**src/pkg/cfs_pkg.sv**
```systemverilog
// cfs_pkg: shared constants and types of the can fifo status block
package cfs_pkg;

    // ------------------------------------------------------------
    // register byte offsets on the wishbone slave
    // ------------------------------------------------------------
    localparam logic [7:0] OFS_FIFO_STATUS = 8'h00; // fifo_pointer_status
    localparam logic [7:0] OFS_FLAGS = 8'h04; // interrupt_flags_and_error_state
    localparam logic [7:0] OFS_ENABLES = 8'h08; // interrupt_enables
    localparam logic [7:0] OFS_INTERRUPT_SOURCE_CODE = 8'h0C; // interrupt source code, ro
    localparam logic [7:0] OFS_FIFO_CTRL = 8'h10; // fifo area start, rw

    // ------------------------------------------------------------
    // field positions
    // ------------------------------------------------------------
    localparam int WPTR_LSB = 8; // fifo_write_pointer at 13:8
    localparam int RPTR_LSB = 0; // fifo_next_read_pointer at 5:0
    localparam int TX_BUS_OFF_BIT = 13;
    localparam int TX_PASSIVE_BIT = 12;
    localparam int RX_PASSIVE_BIT = 11;
    localparam int TX_WARN_BIT = 10;
    localparam int RX_WARN_BIT = 9;
    localparam int ANY_WARN_BIT = 8;
    localparam int INVALID_BIT = 7;
    localparam int WAKEUP_BIT = 6;
    localparam int ERROR_BIT = 5;
    localparam int FIFO_AF_BIT = 3;
    localparam int RX_OVF_BIT = 2;
    localparam int RX_BUF_BIT = 1;
    localparam int TX_BUF_BIT = 0;

    // implemented flag and enable positions (bit 4 is absent)
    localparam logic [7:0] FLAG_MASK = 8'hEF;

    // ------------------------------------------------------------
    // reset values and pointer limits
    // ------------------------------------------------------------
    localparam logic [5:0] PTR_RESET = 6'h00;
    localparam logic [5:0] PTR_LAST = 6'h1F; // receive_buffer_last
    localparam logic [4:0] AREA_START_RESET = 5'h00; // txrx_buffer_zero
    localparam logic [7:0] ENABLE_RESET = 8'h00;

    // ------------------------------------------------------------
    // interrupt source codes
    // ------------------------------------------------------------
    localparam logic [6:0] CODE_FIFO_AF = 7'h44;
    localparam logic [6:0] CODE_RX_OVF = 7'h43;
    localparam logic [6:0] CODE_WAKEUP = 7'h42;
    localparam logic [6:0] CODE_ERROR = 7'h41;
    localparam logic [6:0] CODE_NONE = 7'h40;
    localparam logic [6:0] CODE_TX_BUF = 7'h00;

    // ------------------------------------------------------------
    // carriers
    // ------------------------------------------------------------
    typedef struct packed {
        logic cyc;
        logic stb;
        logic we;
        logic [7:0] adr;
        logic [3:0] sel;
        logic [31:0] dat;
    } cfs_wb_req_type;

    typedef struct packed {
        logic ack;
        logic [31:0] dat;
    } cfs_wb_rsp_type;

    typedef struct packed {
        logic tx_bus_off;
        logic tx_passive;
        logic rx_passive;
        logic tx_warn;
        logic rx_warn;
    } cfs_err_state_type;

    typedef struct packed {
        logic invalid_msg;
        logic wakeup;
        logic fifo_almost_full;
        logic rx_overflow;
        logic rx_buffer;
        logic tx_buffer;
    } cfs_events_type;

    typedef struct packed {
        logic ack;
        logic [31:0] rdata;
        logic [7:0] enable;
        logic [4:0] area_start;
        cfs_err_state_type err;
    } cfs_top_state_type;

    typedef struct packed {
        logic [5:0] ptr;
    } cfs_ptr_state_type;

    typedef struct packed {
        logic flag;
    } cfs_flag_state_type;

endpackage

```
**src/hw/cfs_flag_bit.sv**
```systemverilog
// cfs_flag_bit: one sticky interrupt request flag
`timescale 1ns/10ps
module cfs_flag_bit (
    input wire logic ref_clk_i,
    input wire logic reset_i,
    input wire logic set_i,
    input wire logic clear_i,
    output logic flag_o
);

    cfs_pkg::cfs_flag_state_type state_q; // registered state
    cfs_pkg::cfs_flag_state_type state_d; // next state

    // ------------------------------------------------------------
    // next state
    // ------------------------------------------------------------
    // set beats clear so an event in the clearing cycle is kept
    always_comb begin
        state_d = state_q;
        state_d.flag = set_i | (state_q.flag & ~clear_i);
    end

    // ------------------------------------------------------------
    // register
    // ------------------------------------------------------------
    always_ff @(posedge ref_clk_i) begin
        if (reset_i) begin
            state_q <= '0;
        end else begin
            state_q <= state_d;
        end
    end

    assign flag_o = state_q.flag;

endmodule // cfs_flag_bit

```
**src/hw/cfs_area_ptr.sv**
```systemverilog
// cfs_area_ptr: buffer pointer walking the fifo area up to buffer 31
`timescale 1ns/10ps
module cfs_area_ptr (
    input wire logic ref_clk_i,
    input wire logic reset_i,
    input wire logic step_i,
    input wire logic [4:0] start_i,
    output logic [5:0] ptr_o
);

    cfs_pkg::cfs_ptr_state_type state_q; // registered state
    cfs_pkg::cfs_ptr_state_type state_d; // next state
    logic [5:0] start_ext; // area start widened to pointer width

    assign start_ext = {1'b0, start_i};

    // ------------------------------------------------------------
    // next state
    // ------------------------------------------------------------
    // a pointer left below a moved start is pulled up to the start,
    // so it names a buffer outside the area for one cycle at most
    always_comb begin
        state_d = state_q;
        if (state_q.ptr < start_ext) begin
            state_d.ptr = start_ext;
        end else if (step_i) begin
            if (state_q.ptr >= cfs_pkg::PTR_LAST) begin
                state_d.ptr = start_ext; // wrap to area start
            end else begin
                state_d.ptr = state_q.ptr + 6'h01;
            end
        end
    end

    // ------------------------------------------------------------
    // register
    // ------------------------------------------------------------
    always_ff @(posedge ref_clk_i) begin
        if (reset_i) begin
            state_q.ptr <= cfs_pkg::PTR_RESET;
        end else begin
            state_q <= state_d;
        end
    end

    assign ptr_o = state_q.ptr;

endmodule // cfs_area_ptr

```
**src/hw/cfs_top.sv**
```systemverilog
// cfs_top: fifo status, error state and interrupt flags of a can node
//
// Our own choices: the register addresses and register access over Wishbone.
`timescale 1ns/10ps

module cfs_top (
    input wire logic ref_clk_i,
    input wire logic reset_i,
    input cfs_pkg::cfs_wb_req_type wb_req_i,
    output cfs_pkg::cfs_wb_rsp_type wb_rsp_o,
    input cfs_pkg::cfs_err_state_type err_state_i,
    input cfs_pkg::cfs_events_type events_i,
    input wire logic fifo_store_i,
    input wire logic fifo_read_done_i,
    output logic [6:0] interrupt_source_code_o,
    output logic irq_o
);

    // ------------------------------------------------------------
    // declarations
    // ------------------------------------------------------------
    cfs_pkg::cfs_top_state_type state_q; // registered state
    cfs_pkg::cfs_top_state_type state_d; // next state
    logic [5:0] fifo_write_pointer; // buffer being filled
    logic [5:0] fifo_next_read_pointer; // buffer software reads next
    logic [7:0] flags; // latched request flags
    logic [7:0] flag_set; // event per flag position
    logic [7:0] flag_clear; // software clear per flag position
    logic [7:0] pending; // flags gated by enables
    logic [5:0] err_now; // error word bits 13:8 from inputs
    logic [5:0] err_old; // error word bits 13:8 as held
    logic err_rise; // some error condition newly entered
    logic any_warning_state; // combined warning of held state
    logic req; // new bus request not yet answered
    logic wr_lo; // write with byte lane 0 enabled
    logic [15:0] status_word; // fifo status register image
    logic [15:0] flag_word; // flag register image
    logic [15:0] read_word; // selected read value
    logic [6:0] code; // current interrupt source code

    // ------------------------------------------------------------
    // bus request decode
    // ------------------------------------------------------------
    // classic single cycle: answer once, then drop ack for a cycle
    assign req = wb_req_i.cyc & wb_req_i.stb & ~state_q.ack;
    // a write lands at the edge where the master sees ack, while its
    // request still stands; the ack mask makes it land only once
    assign wr_lo = wb_req_i.cyc & wb_req_i.stb & wb_req_i.we
                   & wb_req_i.sel[0] & state_q.ack;

    // ------------------------------------------------------------
    // error state bits
    // ------------------------------------------------------------
    // the word bits are the held copy; a rise is taken against it
    assign err_now = {err_state_i.tx_bus_off,
                      err_state_i.tx_passive,
                      err_state_i.rx_passive,
                      err_state_i.tx_warn,
                      err_state_i.rx_warn,
                      err_state_i.tx_warn | err_state_i.rx_warn};
    assign any_warning_state = state_q.err.tx_warn
                               | state_q.err.rx_warn;
    assign err_old = {state_q.err.tx_bus_off,
                      state_q.err.tx_passive,
                      state_q.err.rx_passive,
                      state_q.err.tx_warn,
                      state_q.err.rx_warn,
                      any_warning_state};
    assign err_rise = |(err_now & ~err_old);

    // ------------------------------------------------------------
    // flag events
    // ------------------------------------------------------------
    always_comb begin
        flag_set = 8'h00;
        flag_set[cfs_pkg::INVALID_BIT] = events_i.invalid_msg;
        flag_set[cfs_pkg::WAKEUP_BIT] = events_i.wakeup;
        flag_set[cfs_pkg::ERROR_BIT] = err_rise;
        flag_set[cfs_pkg::FIFO_AF_BIT] =
            events_i.fifo_almost_full;
        flag_set[cfs_pkg::RX_OVF_BIT] = events_i.rx_overflow;
        flag_set[cfs_pkg::RX_BUF_BIT] = events_i.rx_buffer;
        flag_set[cfs_pkg::TX_BUF_BIT] = events_i.tx_buffer;
    end

    // writing zero clears; only the low lane carries flags
    assign flag_clear = (wr_lo && wb_req_i.adr == cfs_pkg::OFS_FLAGS)
                        ? ~wb_req_i.dat[7:0] : 8'h00;

    // ------------------------------------------------------------
    // flag bits, one instance per implemented position
    // ------------------------------------------------------------
    for (genvar i = 0; i < 8; i++) begin : g_flag
        if (cfs_pkg::FLAG_MASK[i]) begin : g_impl
            cfs_flag_bit u_flag (
                .ref_clk_i(ref_clk_i),
                .reset_i(reset_i),
                .set_i(flag_set[i]),
                .clear_i(flag_clear[i]),
                .flag_o(flags[i])
            );
        end else begin : g_none
            assign flags[i] = 1'b0; // absent position
        end
    end

    // ------------------------------------------------------------
    // fifo pointers
    // ------------------------------------------------------------
    // write pointer steps when the engine stores a message
    cfs_area_ptr u_write_ptr (
        .ref_clk_i(ref_clk_i),
        .reset_i(reset_i),
        .step_i(fifo_store_i),
        .start_i(state_q.area_start),
        .ptr_o(fifo_write_pointer)
    );

    // read pointer steps when the buffer handling frees a buffer
    cfs_area_ptr u_read_ptr (
        .ref_clk_i(ref_clk_i),
        .reset_i(reset_i),
        .step_i(fifo_read_done_i),
        .start_i(state_q.area_start),
        .ptr_o(fifo_next_read_pointer)
    );

    // ------------------------------------------------------------
    // register images
    // ------------------------------------------------------------
    always_comb begin
        status_word = 16'h0000; // unused bits stay zero
        status_word[cfs_pkg::WPTR_LSB +: 6] =
            fifo_write_pointer;
        status_word[cfs_pkg::RPTR_LSB +: 6] =
            fifo_next_read_pointer;
    end

    always_comb begin
        flag_word = 16'h0000; // bits 15:14 and 4 stay zero
        flag_word[7:0] = flags;
        flag_word[cfs_pkg::TX_BUS_OFF_BIT] =
            state_q.err.tx_bus_off;
        flag_word[cfs_pkg::TX_PASSIVE_BIT] =
            state_q.err.tx_passive;
        flag_word[cfs_pkg::RX_PASSIVE_BIT] =
            state_q.err.rx_passive;
        flag_word[cfs_pkg::TX_WARN_BIT] = state_q.err.tx_warn;
        flag_word[cfs_pkg::RX_WARN_BIT] = state_q.err.rx_warn;
        flag_word[cfs_pkg::ANY_WARN_BIT] = any_warning_state;
    end

    // ------------------------------------------------------------
    // interrupt source code
    // ------------------------------------------------------------
    // only enabled flags compete; the error class wins over buffers
    // because a failing bus starves the buffers anyway
    assign pending = flags & state_q.enable;

    always_comb begin
        if (pending[cfs_pkg::ERROR_BIT]) begin
            code = cfs_pkg::CODE_ERROR;
        end else if (pending[cfs_pkg::RX_OVF_BIT]) begin
            code = cfs_pkg::CODE_RX_OVF;
        end else if (pending[cfs_pkg::FIFO_AF_BIT]) begin
            code = cfs_pkg::CODE_FIFO_AF;
        end else if (pending[cfs_pkg::WAKEUP_BIT]) begin
            code = cfs_pkg::CODE_WAKEUP;
        end else if (pending[cfs_pkg::RX_BUF_BIT]) begin
            code = {1'b0, fifo_next_read_pointer}; // buffer number
        end else if (pending[cfs_pkg::TX_BUF_BIT]) begin
            code = cfs_pkg::CODE_TX_BUF;
        end else begin
            code = cfs_pkg::CODE_NONE;
        end
    end

    // ------------------------------------------------------------
    // read mux
    // ------------------------------------------------------------
    // unmapped addresses answer with zero
    always_comb begin
        case (wb_req_i.adr)
            cfs_pkg::OFS_FIFO_STATUS: begin
                read_word = status_word;
            end
            cfs_pkg::OFS_FLAGS: begin
                read_word = flag_word;
            end
            cfs_pkg::OFS_ENABLES: begin
                read_word = {8'h00, state_q.enable};
            end
            cfs_pkg::OFS_INTERRUPT_SOURCE_CODE: begin
                read_word = {9'h000, code};
            end
            cfs_pkg::OFS_FIFO_CTRL: begin
                read_word = {11'h000, state_q.area_start};
            end
            default: begin
                read_word = 16'h0000;
            end
        endcase
    end

    // ------------------------------------------------------------
    // next state
    // ------------------------------------------------------------
    always_comb begin
        state_d = state_q;
        state_d.err = err_state_i; // held copy of the engine's state
        state_d.ack = req;
        if (req) begin
            state_d.rdata = {16'h0000, read_word};
        end
        if (wr_lo && wb_req_i.adr == cfs_pkg::OFS_ENABLES) begin
            // bit 4 has no enable and is forced low
            state_d.enable = wb_req_i.dat[7:0] & cfs_pkg::FLAG_MASK;
        end
        if (wr_lo && wb_req_i.adr == cfs_pkg::OFS_FIFO_CTRL) begin
            state_d.area_start = wb_req_i.dat[4:0];
        end
        // upper lanes hold only read-only bits and are ignored
    end

    // ------------------------------------------------------------
    // register
    // ------------------------------------------------------------
    always_ff @(posedge ref_clk_i) begin
        if (reset_i) begin
            state_q.ack <= 1'b0;
            state_q.rdata <= 32'h0000_0000;
            state_q.enable <= cfs_pkg::ENABLE_RESET;
            state_q.area_start <= cfs_pkg::AREA_START_RESET;
            state_q.err <= '0;
        end else begin
            state_q <= state_d;
        end
    end

    // ------------------------------------------------------------
    // outputs
    // ------------------------------------------------------------
    assign wb_rsp_o.ack = state_q.ack;
    assign wb_rsp_o.dat = state_q.rdata;
    assign interrupt_source_code_o = code;
    assign irq_o = |pending;

    // ------------------------------------------------------------
    // checks
    // ------------------------------------------------------------
    a_wptr_in_area:
    assert property (@(posedge ref_clk_i) disable iff (reset_i)
        fifo_write_pointer <= cfs_pkg::PTR_LAST)
    else $error("write pointer beyond last buffer");

    a_rptr_in_area:
    assert property (@(posedge ref_clk_i) disable iff (reset_i)
        $stable(state_q.area_start) && $past(fifo_read_done_i) == 1'b0
        |-> fifo_next_read_pointer >= {1'b0, state_q.area_start}
            || $past(fifo_next_read_pointer) < {1'b0, state_q.area_start})
    else $error("read pointer left the fifo area");

    a_upper_zero:
    assert property (@(posedge ref_clk_i) disable iff (reset_i)
        wb_rsp_o.ack |-> wb_rsp_o.dat[31:16] == 16'h0000
                         && (wb_rsp_o.dat[15:14] == 2'b00))
    else $error("unimplemented bits read non-zero");

    a_busoff_track:
    assert property (@(posedge ref_clk_i) disable iff (reset_i)
        err_state_i.tx_bus_off |=> flag_word[cfs_pkg::TX_BUS_OFF_BIT])
    else $error("bus-off state not shown");

    a_tx_passive:
    assert property (@(posedge ref_clk_i) disable iff (reset_i)
        !$past(reset_i) |-> flag_word[cfs_pkg::TX_PASSIVE_BIT]
        == $past(err_state_i.tx_passive))
    else $error("transmitter passive state not shown");

    a_rx_passive:
    assert property (@(posedge ref_clk_i) disable iff (reset_i)
        !$past(reset_i) |-> flag_word[cfs_pkg::RX_PASSIVE_BIT]
        == $past(err_state_i.rx_passive))
    else $error("receiver passive state not shown");

    a_tx_warn:
    assert property (@(posedge ref_clk_i) disable iff (reset_i)
        !$past(reset_i) |-> flag_word[cfs_pkg::TX_WARN_BIT]
        == $past(err_state_i.tx_warn))
    else $error("transmitter warning state not shown");

    a_rx_warn:
    assert property (@(posedge ref_clk_i) disable iff (reset_i)
        !$past(reset_i) |-> flag_word[cfs_pkg::RX_WARN_BIT]
        == $past(err_state_i.rx_warn))
    else $error("receiver warning state not shown");

    a_warn_combined:
    assert property (@(posedge ref_clk_i) disable iff (reset_i)
        (err_state_i.tx_warn || err_state_i.rx_warn)
        |=> flag_word[cfs_pkg::ANY_WARN_BIT])
    else $error("combined warning not shown");

    a_invalid_latch:
    assert property (@(posedge ref_clk_i) disable iff (reset_i)
        events_i.invalid_msg |=> flags[cfs_pkg::INVALID_BIT] ##1
        (flags[cfs_pkg::INVALID_BIT]
         || $past(flag_clear[cfs_pkg::INVALID_BIT])))
    else $error("invalid message flag not latched");

    a_error_latch:
    assert property (@(posedge ref_clk_i) disable iff (reset_i)
        err_rise |=> flags[cfs_pkg::ERROR_BIT])
    else $error("error flag not set on new error state");

    a_flag_sticky:
    assert property (@(posedge ref_clk_i) disable iff (reset_i)
        ((flags & ~flag_clear) != 8'h00) |=>
        (($past(flags) & ~$past(flag_clear) & ~flags) == 8'h00))
    else $error("flag dropped without a clear");

    a_flag_clear:
    assert property (@(posedge ref_clk_i) disable iff (reset_i)
        flag_clear[cfs_pkg::INVALID_BIT] && !flag_set[cfs_pkg::INVALID_BIT]
        |=> !flags[cfs_pkg::INVALID_BIT])
    else $error("flag not cleared by a zero write");

    a_reset_zero:
    assert property (@(posedge ref_clk_i)
        $past(reset_i) && !reset_i |-> flags == 8'h00
        && state_q.enable == 8'h00 && fifo_write_pointer == 6'h00)
    else $error("state not zero after reset");

    a_interrupt_source_code_none:
    assert property (@(posedge ref_clk_i) disable iff (reset_i)
        pending == 8'h00 |-> interrupt_source_code_o == 7'h40)
    else $error("idle code wrong");

    a_irq_gate:
    assert property (@(posedge ref_clk_i) disable iff (reset_i)
        irq_o == ((flags & state_q.enable) != 8'h00))
    else $error("interrupt output not gated by enables");

endmodule // cfs_top

```
**config.mk**
```make
export PLATFORM = sky130hd
export DESIGN_NAME = cfs_top
export DESIGN_NICKNAME = d
export VERILOG_FILES = /design/src/pkg/cfs_pkg.sv /design/src/hw/cfs_flag_bit.sv /design/src/hw/cfs_area_ptr.sv /design/src/hw/cfs_top.sv
export SDC_FILE = /design/constraint.sdc
export NUM_CORES = 1
export LEC_CHECK = 0
export ABC_AREA = 1
export BUFFER_PORTS_ARGS = -buffer_cell sky130_fd_sc_hd__buf_2
export CORE_AREA = 2 2 97 99
export CTS_CLUSTER_SIZE = 16
export DETAILED_ROUTE_END_ITERATION = 12
export DIE_AREA = 0 0 99 101
export PLACE_DENSITY = 0.62
export SYNTH_ARGS = -nofsm -noshare
export SYNTH_HDL_FRONTEND = slang
export SYNTH_HIERARCHICAL = 1
export SYNTH_SLANG_ARGS = --single-unit
export TNS_END_PERCENT = 20
```
**constraint.sdc**
```tcl
create_clock -name ref_clk_i -period 2 [get_ports ref_clk_i]
set_input_delay 0.1 -clock ref_clk_i [delete_from_list [all_inputs] [get_ports ref_clk_i]]
set_output_delay 0.1 -clock ref_clk_i [all_outputs]
set_load 0.01 [all_outputs]
```
==> results.md, run 1 <==
- For this design the top-level I/O count stands at 103.
- The die covers 9999 µm².
- In the global route stage, overall resource usage came out at 0.1725.
- The core outline area is 8977 µm².
- STA puts the critical path data required time at 2.22 ns.
- The endpoint class of the critical path is a flop.
- The number of sinks on the clock net is 51.
- The global-route wire length before repair is 14080 µm.
- The number of antenna violations at the first check in global routing is 0.
- The tightest hold path in the finished design has a slack of 0.01679 ns.
- The post-route minimum period is 1.694 ns.
- The count of placed standard cells including taps is 672.
- Relative to the synthesized area, the layout overhead comes to 11.12%.
- In the final routed layout, each cell accounts on average for 11.98 µm.
- The count of endpoints failing setup in the final report is 0.
- The number of DRC markers in iteration 0 is 141.
- The clock input transition at the sequential cells of the worst setup and hold paths is 0.10 ns.
- TritonCTS built the clock tree.
- The number of distinct library cells after synthesis is 35.
- Timing would allow up to 0.5902 GHz.
- The final critical-path setup slack is 0.3056 ns.
- The clock network power share is 0.251.
- The detailed router placed 3203 vias in this run.
- The row count is 35.
- Of the cells placed in the final design, the portion with a size suffix greater than 1 is 0.2125.
- The largest net degree at the start of global routing is 18.
- Across the VDD grid, the largest voltage drop is 381.2 µV.
- The combinational family with the most area after synthesis is simple AND/OR/NAND/NOR gates.
- The count of instances resized after the clock tree is built is 0.
- The biggest area contributor in the post-synthesis netlist is dfxtp_1.
- In this run the power density over the cells is 787.1 nW/µm².
- Leaving out fill and tap cells, the most frequent cell in the layout is nand2_1.
- The final count of pins violating max slew is 0.
- Of the post-synthesis cell area, the dominant cell type holds 0.2966.
- Fill cells in the final layout number 943.
- The final hold violation count is 0.
- The final weighted congestion in routability-driven placement is 0.8536.
- The library cells used most frequently in the layout, excluding fill and tap cells, are nand2_1, inv_1, buf_2.
- The initial utilization of the core area, before any placement, comes to 0.3834.
- Of the total power, the share spent switching nets is 0.3857.
- Measured along the x axis, the die boundary spans 99 µm.
- In the routed design, unresolved DRC markers number 0.
- The share of synthesized area spent on multiplexers is 0.
- The critical path launch point type is a flop.
- The number of nets with antenna violations after routing is 0.
- Max-cap violations in this run came to 0.
- The critical path in this run is classified as flop to flop.
- The final layout contains 645 nets.
- The combinational share of power is 0.337.
- In the routed layout, each cell is associated on average with a via count of 4.676.
- Counting along the longest clock path gives a buffer depth of 2.
- The static leakage is 0.001911 µW.
- The average instance in the mapped netlist occupies 6.581 µm².
- The final clock skew is 0.007825 ns.
- Once detailed placement completed, the half-perimeter wirelength came to 6430 µm.
- The overall overflow remaining after global route is 0.
- The number of levels in the clock H-tree is 2.
- The part of the Yosys area used for sequential elements is 0.2966.
- Cell internal power was estimated by the tool at 1849 µW.
- The reported net switching power is 1161 µW.
- The compound-cell area share of the yosys netlist is 0.1250.
- Of the total synthesized cell area, the portion taken by XOR and XNOR cells is 0.01018.
- The worst hold path belongs to the class primary input to flop.
- Of the total synthesized cell area, the portion taken by full adders, half adders and majority gates is 0.03635.
- The pre-CTS setup slack is 0.3590 ns.
- The count of TritonRoute iterations in the first routing pass is 4.
- The number of register bits inferred by synthesis is 51.
- Counting the buffers created by CTS gives 5.
- Ranked by total cell area, the synthesized netlist is headed by dfxtp_1, nand2_1, inv_1.
- The run finished with clean final reports.
- The antenna diode instance count is 0.
- Once layout is complete, the cells apart from fillers number 685.
- The floorplan step set the die height to 101 µm.
- The summed negative setup slack over all endpoints is 0 ns.
- The port buffer count is 57.
- The sequential group share of total power is 0.412.
- The arrival time of data at the critical path endpoint is 1.92 ns.
- Of the total synthesized cell area, the portion taken by AND, OR, NAND and NOR gates is 0.3461.
- The latest clock arrival within the worst-skew pair is 0.31 ns.
- The cell count after synthesis is 523.
- The root buffer selected by CTS is clkbuf_8.
- The final clock period utilization by the worst path is 0.8472.
- The via count of the first global-routing pass is 3034.
- Yosys printed 6 warnings.
- The netlist area before placement is 3442 µm².
- The largest driver fanout on the critical path is 9.
- Setup repair after global routing left no endpoint under its margin.
- Across all register-to-register paths, the minimum setup slack is 0.31 ns.
- For this block, the routed nets add up to 8203 µm of wire.
## synth_stat cells, drive strengths merged
cell    count
o22ai       1
nor2       43
or2         3
a21boi      1
ha         10
nand4       2
a21oi      41
inv        81
clkbuf      4
o21bai      1
clkinv      2
conb        1
dfxtp      51
nand3      43
buf        38
nand2     164
o21ai      25
a211oi      2
xor2        2
o221ai      1
xnor2       2
nor3        5
## timing repair
action,in CTS,in global routing
buffers inserted,0,0
endpoints found under the hold margin,5,0
setup endpoints to repair,0,0
hold buffers,5,0
## final timing paths
check,startpoint,cells after the start,to
setup / recovery,state_q[6]$_SDFFE_PP0P_,11,u_write_ptr/ptr_o[1]$_SDFFE_PP0P_
hold / removal,events_i[5],3,g_flag[7].g_impl.u_flag/flag_o$_SDFF_PP0_
setup reg to reg,state_q[6]$_SDFFE_PP0P_,11,u_write_ptr/ptr_o[1]$_SDFFE_PP0P_
hold reg to reg,wb_rsp_o[7]$_SDFFE_PP0P_,2,wb_rsp_o[7]$_SDFFE_PP0P_
## cells by family (layout without fill, tap and decap cells)
group | Yosys count | in the layout
compound gates | 72 | 72
buf+inv | 125 | 159
xor+xnor | 4 | 4
other cells | 1 | 18
flops | 51 | 51
simple gates | 260 | 260
fa+ha+maj | 10 | 10
## power by group through the flow
stage	Combinational, µW	Clock [µW]	Sequential (µW)
floorplan	820	0	1210
global placement	966	0	1260
detailed placement	990	0	1260
CTS	1000	769	1240
global route	1150	801	1260
finish	1020	756	1240
## sequential cells by signal, summed over array words and instances, names as in the netlist
| name | count |
|---|---|
| g_flag.g_impl.u_flag/flag_o | 7 |
| err_old | 5 |
| wb_rsp_o | 15 |
| u_write_ptr/ptr_o | 6 |
| state_q | 12 |
| u_read_ptr/ptr_o | 6 |
## metrics by stage
stage / power (µW) / instance area [µm²] / util
after CTS: 3013 / 3825 / 0.4261
after detailed placement: 2251 / 3659 / 0.4075
final: 3010 / 3825 / 0.4261
after global routing: 3210 / 3825 / 0.4261
after global placement: 2229 / 3659 / 0.4075
after floorplan: 2033 / 3506 / -
## routing by layer
layer / up-vias / wire [µm] / part of all wire / GRT usage
li1: 1682 / - / - / -
met1: 1420 / 3737 / 0.46 / 0.2170
met2: 88 / 3858 / 0.47 / 0.3015
met3: 13 / 463 / 0.056 / 0.02843
met4: 0 / 144 / 0.018 / 0.05479
met5: - / 0 / 0 / 0
## worst max-delay path, stage by stage, from the launching register on
cell and delay (ns):
dfxtp_1 0.49, inv_1 0.10, ha_1 0.28, nand2_1 0.05
nand2_1 0.07, nand2_1 0.08, nand2_4 0.14, nand2_4 0.10
o21ai_1 0.14, inv_1 0.05, nand2_1 0.06, inv_1 0.03
## cell type report
type,count,area [µm²],share of cell area
multi-input combinational,364,1849,0.4835
sequential,51,1021,0.2669
timing repair buffer,68,380.4,0.09944
inverter,83,319.1,0.08342
tap,111,138.9,0.03631
clock buffer,5,68.82,0.01799
clock inverter,3,47.55,0.01243
(Power assumes the default switching activity.)
==> run 2, diff against run 1 <==
==> constraint.sdc (replaced) <==
create_clock -name ref_clk_i -period 1.7 [get_ports ref_clk_i]
set_input_delay 0.085 -clock ref_clk_i [delete_from_list [all_inputs] [get_ports ref_clk_i]]
set_output_delay 0.085 -clock ref_clk_i [all_outputs]
set_load 0.01 [all_outputs]
==> results.md, run 2 (synthesized netlist as in run 1, its figures left out) <==
- The largest driver fanout on the critical path is 4.
- The number of antenna violations at the first check in global routing is 0.
- The global-route wire length before repair is 13920 µm.
- Data on the critical path arrives at its endpoint at 1.50 ns.
- The number of antenna diodes in the final layout is 0.
- In this run the tightest slew margin relative to its limit is 0.6633.
- The final hold violation count is 0.
- The share of total power dissipated in combinational logic is 0.377.
- The number of filler instances in the final layout is 936.
- The critical path launch point type is a flop.
- The number of DRC markers in iteration 0 is 181.
- The biggest cell delay along the critical path is 0.43 ns.
- Setup violations remaining at the end of the flow were counted as 0.
- The class of the worst hold path is primary input to flop.
- The total vias in the final route is 3265.
- Cell internal power was estimated by the tool at 2091 µW.
- The tree is rooted in a clkbuf_8.
- For this run, the top clock speed supported by timing is 0.6328 GHz.
- The overall overflow remaining after global route is 0.
- The most critical setup path has its startpoint at state_q[11]$_SDFFE_PP0P_.
- The initial utilization of the core area, before any placement, comes to 0.3834.
- For the final database, setup skew stands at 0.006211 ns.
- The startpoint identified for the worst register-to-register timing path is state_q[9]$_SDFFE_PP0P_.
- The cell occurring most often along the worst timing path is nand2_1.
- The most common cell after layout, fill and taps aside is nand2_1.
- Clock-pin slew was measured on the worst setup and hold paths at 0.10 ns.
- The floorplan has 35 rows.
- The area of the multi-input gates is 1857 µm².
- The clock network power share is 0.219.
- Detailed placement ended at an HPWL of 6629 µm.
- The flow ran to the end, and the final reports show no timing, DRC or antenna violations.
- In the final layout, flip-flops and latches occupy 1025 µm².
- The transition time at the pin with the least slew margin is 0.5044 ns.
- Dividing total power by cell area gives a power density of 888.8 nW/µm².
- TritonCTS created 5 clock buffers.
- The final count of pins violating max slew is 0.
- Data on the critical path is required at its endpoint by 1.62 ns.
- The library cells used most frequently in the layout, excluding fill and tap cells, are nand2_1, inv_1, buf_2.
- In the routed layout, each cell is associated on average with a via count of 4.684.
- In this run the horizontal extent of the chip is 99 µm.
- The via count of the first global-routing pass was 2992.
- The endpoint class of the critical path is a primary output.
- After detailed routing, the total wire length is 8442 µm.
- The flip-flop count of the largest register, all copies and words added is 15.
- The peak supply drop is 417.8 µV.
- The cell with the biggest individual delay on the critical path is dfxtp_1.
- Of the total power, registers draw 0.404.
- Of the total power, the share spent switching nets is 0.3983.
- The count of TritonRoute iterations in the first routing pass is 5.
- The port buffer count is 57.
- The count of nets left with antenna violations once routing finished came out at 0.
- The TritonCTS clock tree is done.
- The die is 101 µm tall.
- The core outline area is 8977 µm².
- The launch instance of the worst min-delay path is events_i[4].
- Subtracting the final worst setup slack from the clock period gives 1.580 ns.
- The number of levels in the clock H-tree is 2.
- Across the run, the number of max-cap violations was 0.
- The final clock period utilization by the worst path is 0.9296.
- The latest clock arrival within the worst-skew pair is 0.31 ns.
- The clock net in this run drives a total of 51 sinks.
- Dividing the detail-routed wire length by the instance count gives 12.11 µm.
- The summed negative setup slack over all endpoints is 0 ns.
- The count of pins on the block boundary is 103.
- The number of DRC violations after detailed routing is 0.
- The die covers 9999 µm².
- At the end of the flow, the number of nets in the layout was 657.
- On the final layout, the worst hold slack is 0.008132 ns.
- Setup repair after global routing could not meet its margin everywhere.
- The critical path in this run is classified as flop to primary output.
- The largest net degree at the start of global routing is 19.
- The static leakage is 0.001965 µW.
- For this run, the total global-route usage over all layers was measured as 0.1715.
- The final weighted congestion in routability-driven placement is 0.8658.
- Walking the worst path, the cells encountered are nand2_2 -> inv_2 -> nand2_1 -> nand2_1 -> nand2_1 -> a21boi_0 -> buf_2.
- The analysis attributes to net switching a power of 1384 µW.
- The growth of design area from synthesis to finish is 13.60%.
- Of the cells placed in the final design, the portion with a size suffix greater than 1 is 0.2338.
- The maximum clock path buffer count is 2.
## run 2: cell types whose count changed in the layout (fill, tap and decap cells not counted), sizes merged
cell	before	now
inv	82	83
dlygate4sd3	5	7
bufinv	1	0
buf	63	73
## run 2: critical path: cells and delay by family (launching register included)
| family | cells | cell delay (ns) |
|---|---|---|
| and+or+nand+nor | 4 | 0.29 |
| buffers and inverters | 2 | 0.27 |
| DFF | 1 | 0.43 |
| AOI/OAI and AO/OA | 1 | 0.20 |
## run 2: cell type report
class | count | share of cell area
Inverter | 83 | 0.08160
Clock inverter | 3 | 0.006720
Tap cell | 111 | 0.03552
Sequential cell | 51 | 0.2621
Multi-Input combinational cell | 364 | 0.4749
Timing Repair Buffer | 80 | 0.1216
Clock buffer | 5 | 0.01760
## run 2: power groups by stage
stage / Combinational (µW) / Clock [µW] / Sequential, µW
floorplan: 965 / 0 / 1430
global placement: 1260 / 0 / 1430
detailed placement: 1290 / 0 / 1430
CTS: 1310 / 787 / 1400
global route: 1480 / 837 / 1420
finish: 1310 / 760 / 1400
## run 2: stage by stage
| step | cell area (µm²) | power [µW] | utilization | setup WS (ns) | std cells |
|---|---|---|---|---|---|
| 3_3_place_gp | 3734 | 2693 | 0.4159 | 0.1027 | 682 |
| 4_1_cts | 3899 | 3498 | 0.4343 | 0.02983 | 697 |
| 2_1_floorplan | 3506 | 2392 | - | 0.2361 | 540 |
| 5_1_grt | 3910 | 3735 | 0.4355 | -0.01997 | 697 |
| 3_5_place_dp | 3734 | 2718 | 0.4159 | 0.06985 | 682 |
| 6_report | 3910 | 3475 | 0.4355 | 0.1197 | 697 |
## run 2: what timing repair did
action                                  in CTS  in global routing
endpoints found under the setup margin       0                 11
setup buffers                                0                  0
hold buffers                                 7                  0
hold endpoints to repair                     7                  0
resized for setup                            0                  5
## run 2: routing by layer
metal  global-route usage  vias up  wire length (µm)
li1                     -     1708                 -
met1               0.2167     1449              3855
met2               0.2978       94              4012
met3              0.02774       14               410
met4              0.05690        0               163
met5                    0        -                 0
## run 2: path summary, 6_finish.rpt
kind / endpoint / cells past startpoint / slack [ns]
setup / recovery: interrupt_source_code_o[1] / 7 / 0.12
hold / removal: g_flag[6].g_impl.u_flag/flag_o$_SDFF_PP0_ / 3 / 0.008
setup reg to reg: u_write_ptr/ptr_o[1]$_SDFFE_PP0P_ / 11 / 0.12
hold reg to reg: wb_rsp_o[7]$_SDFFE_PP0P_ / 2 / 0.47
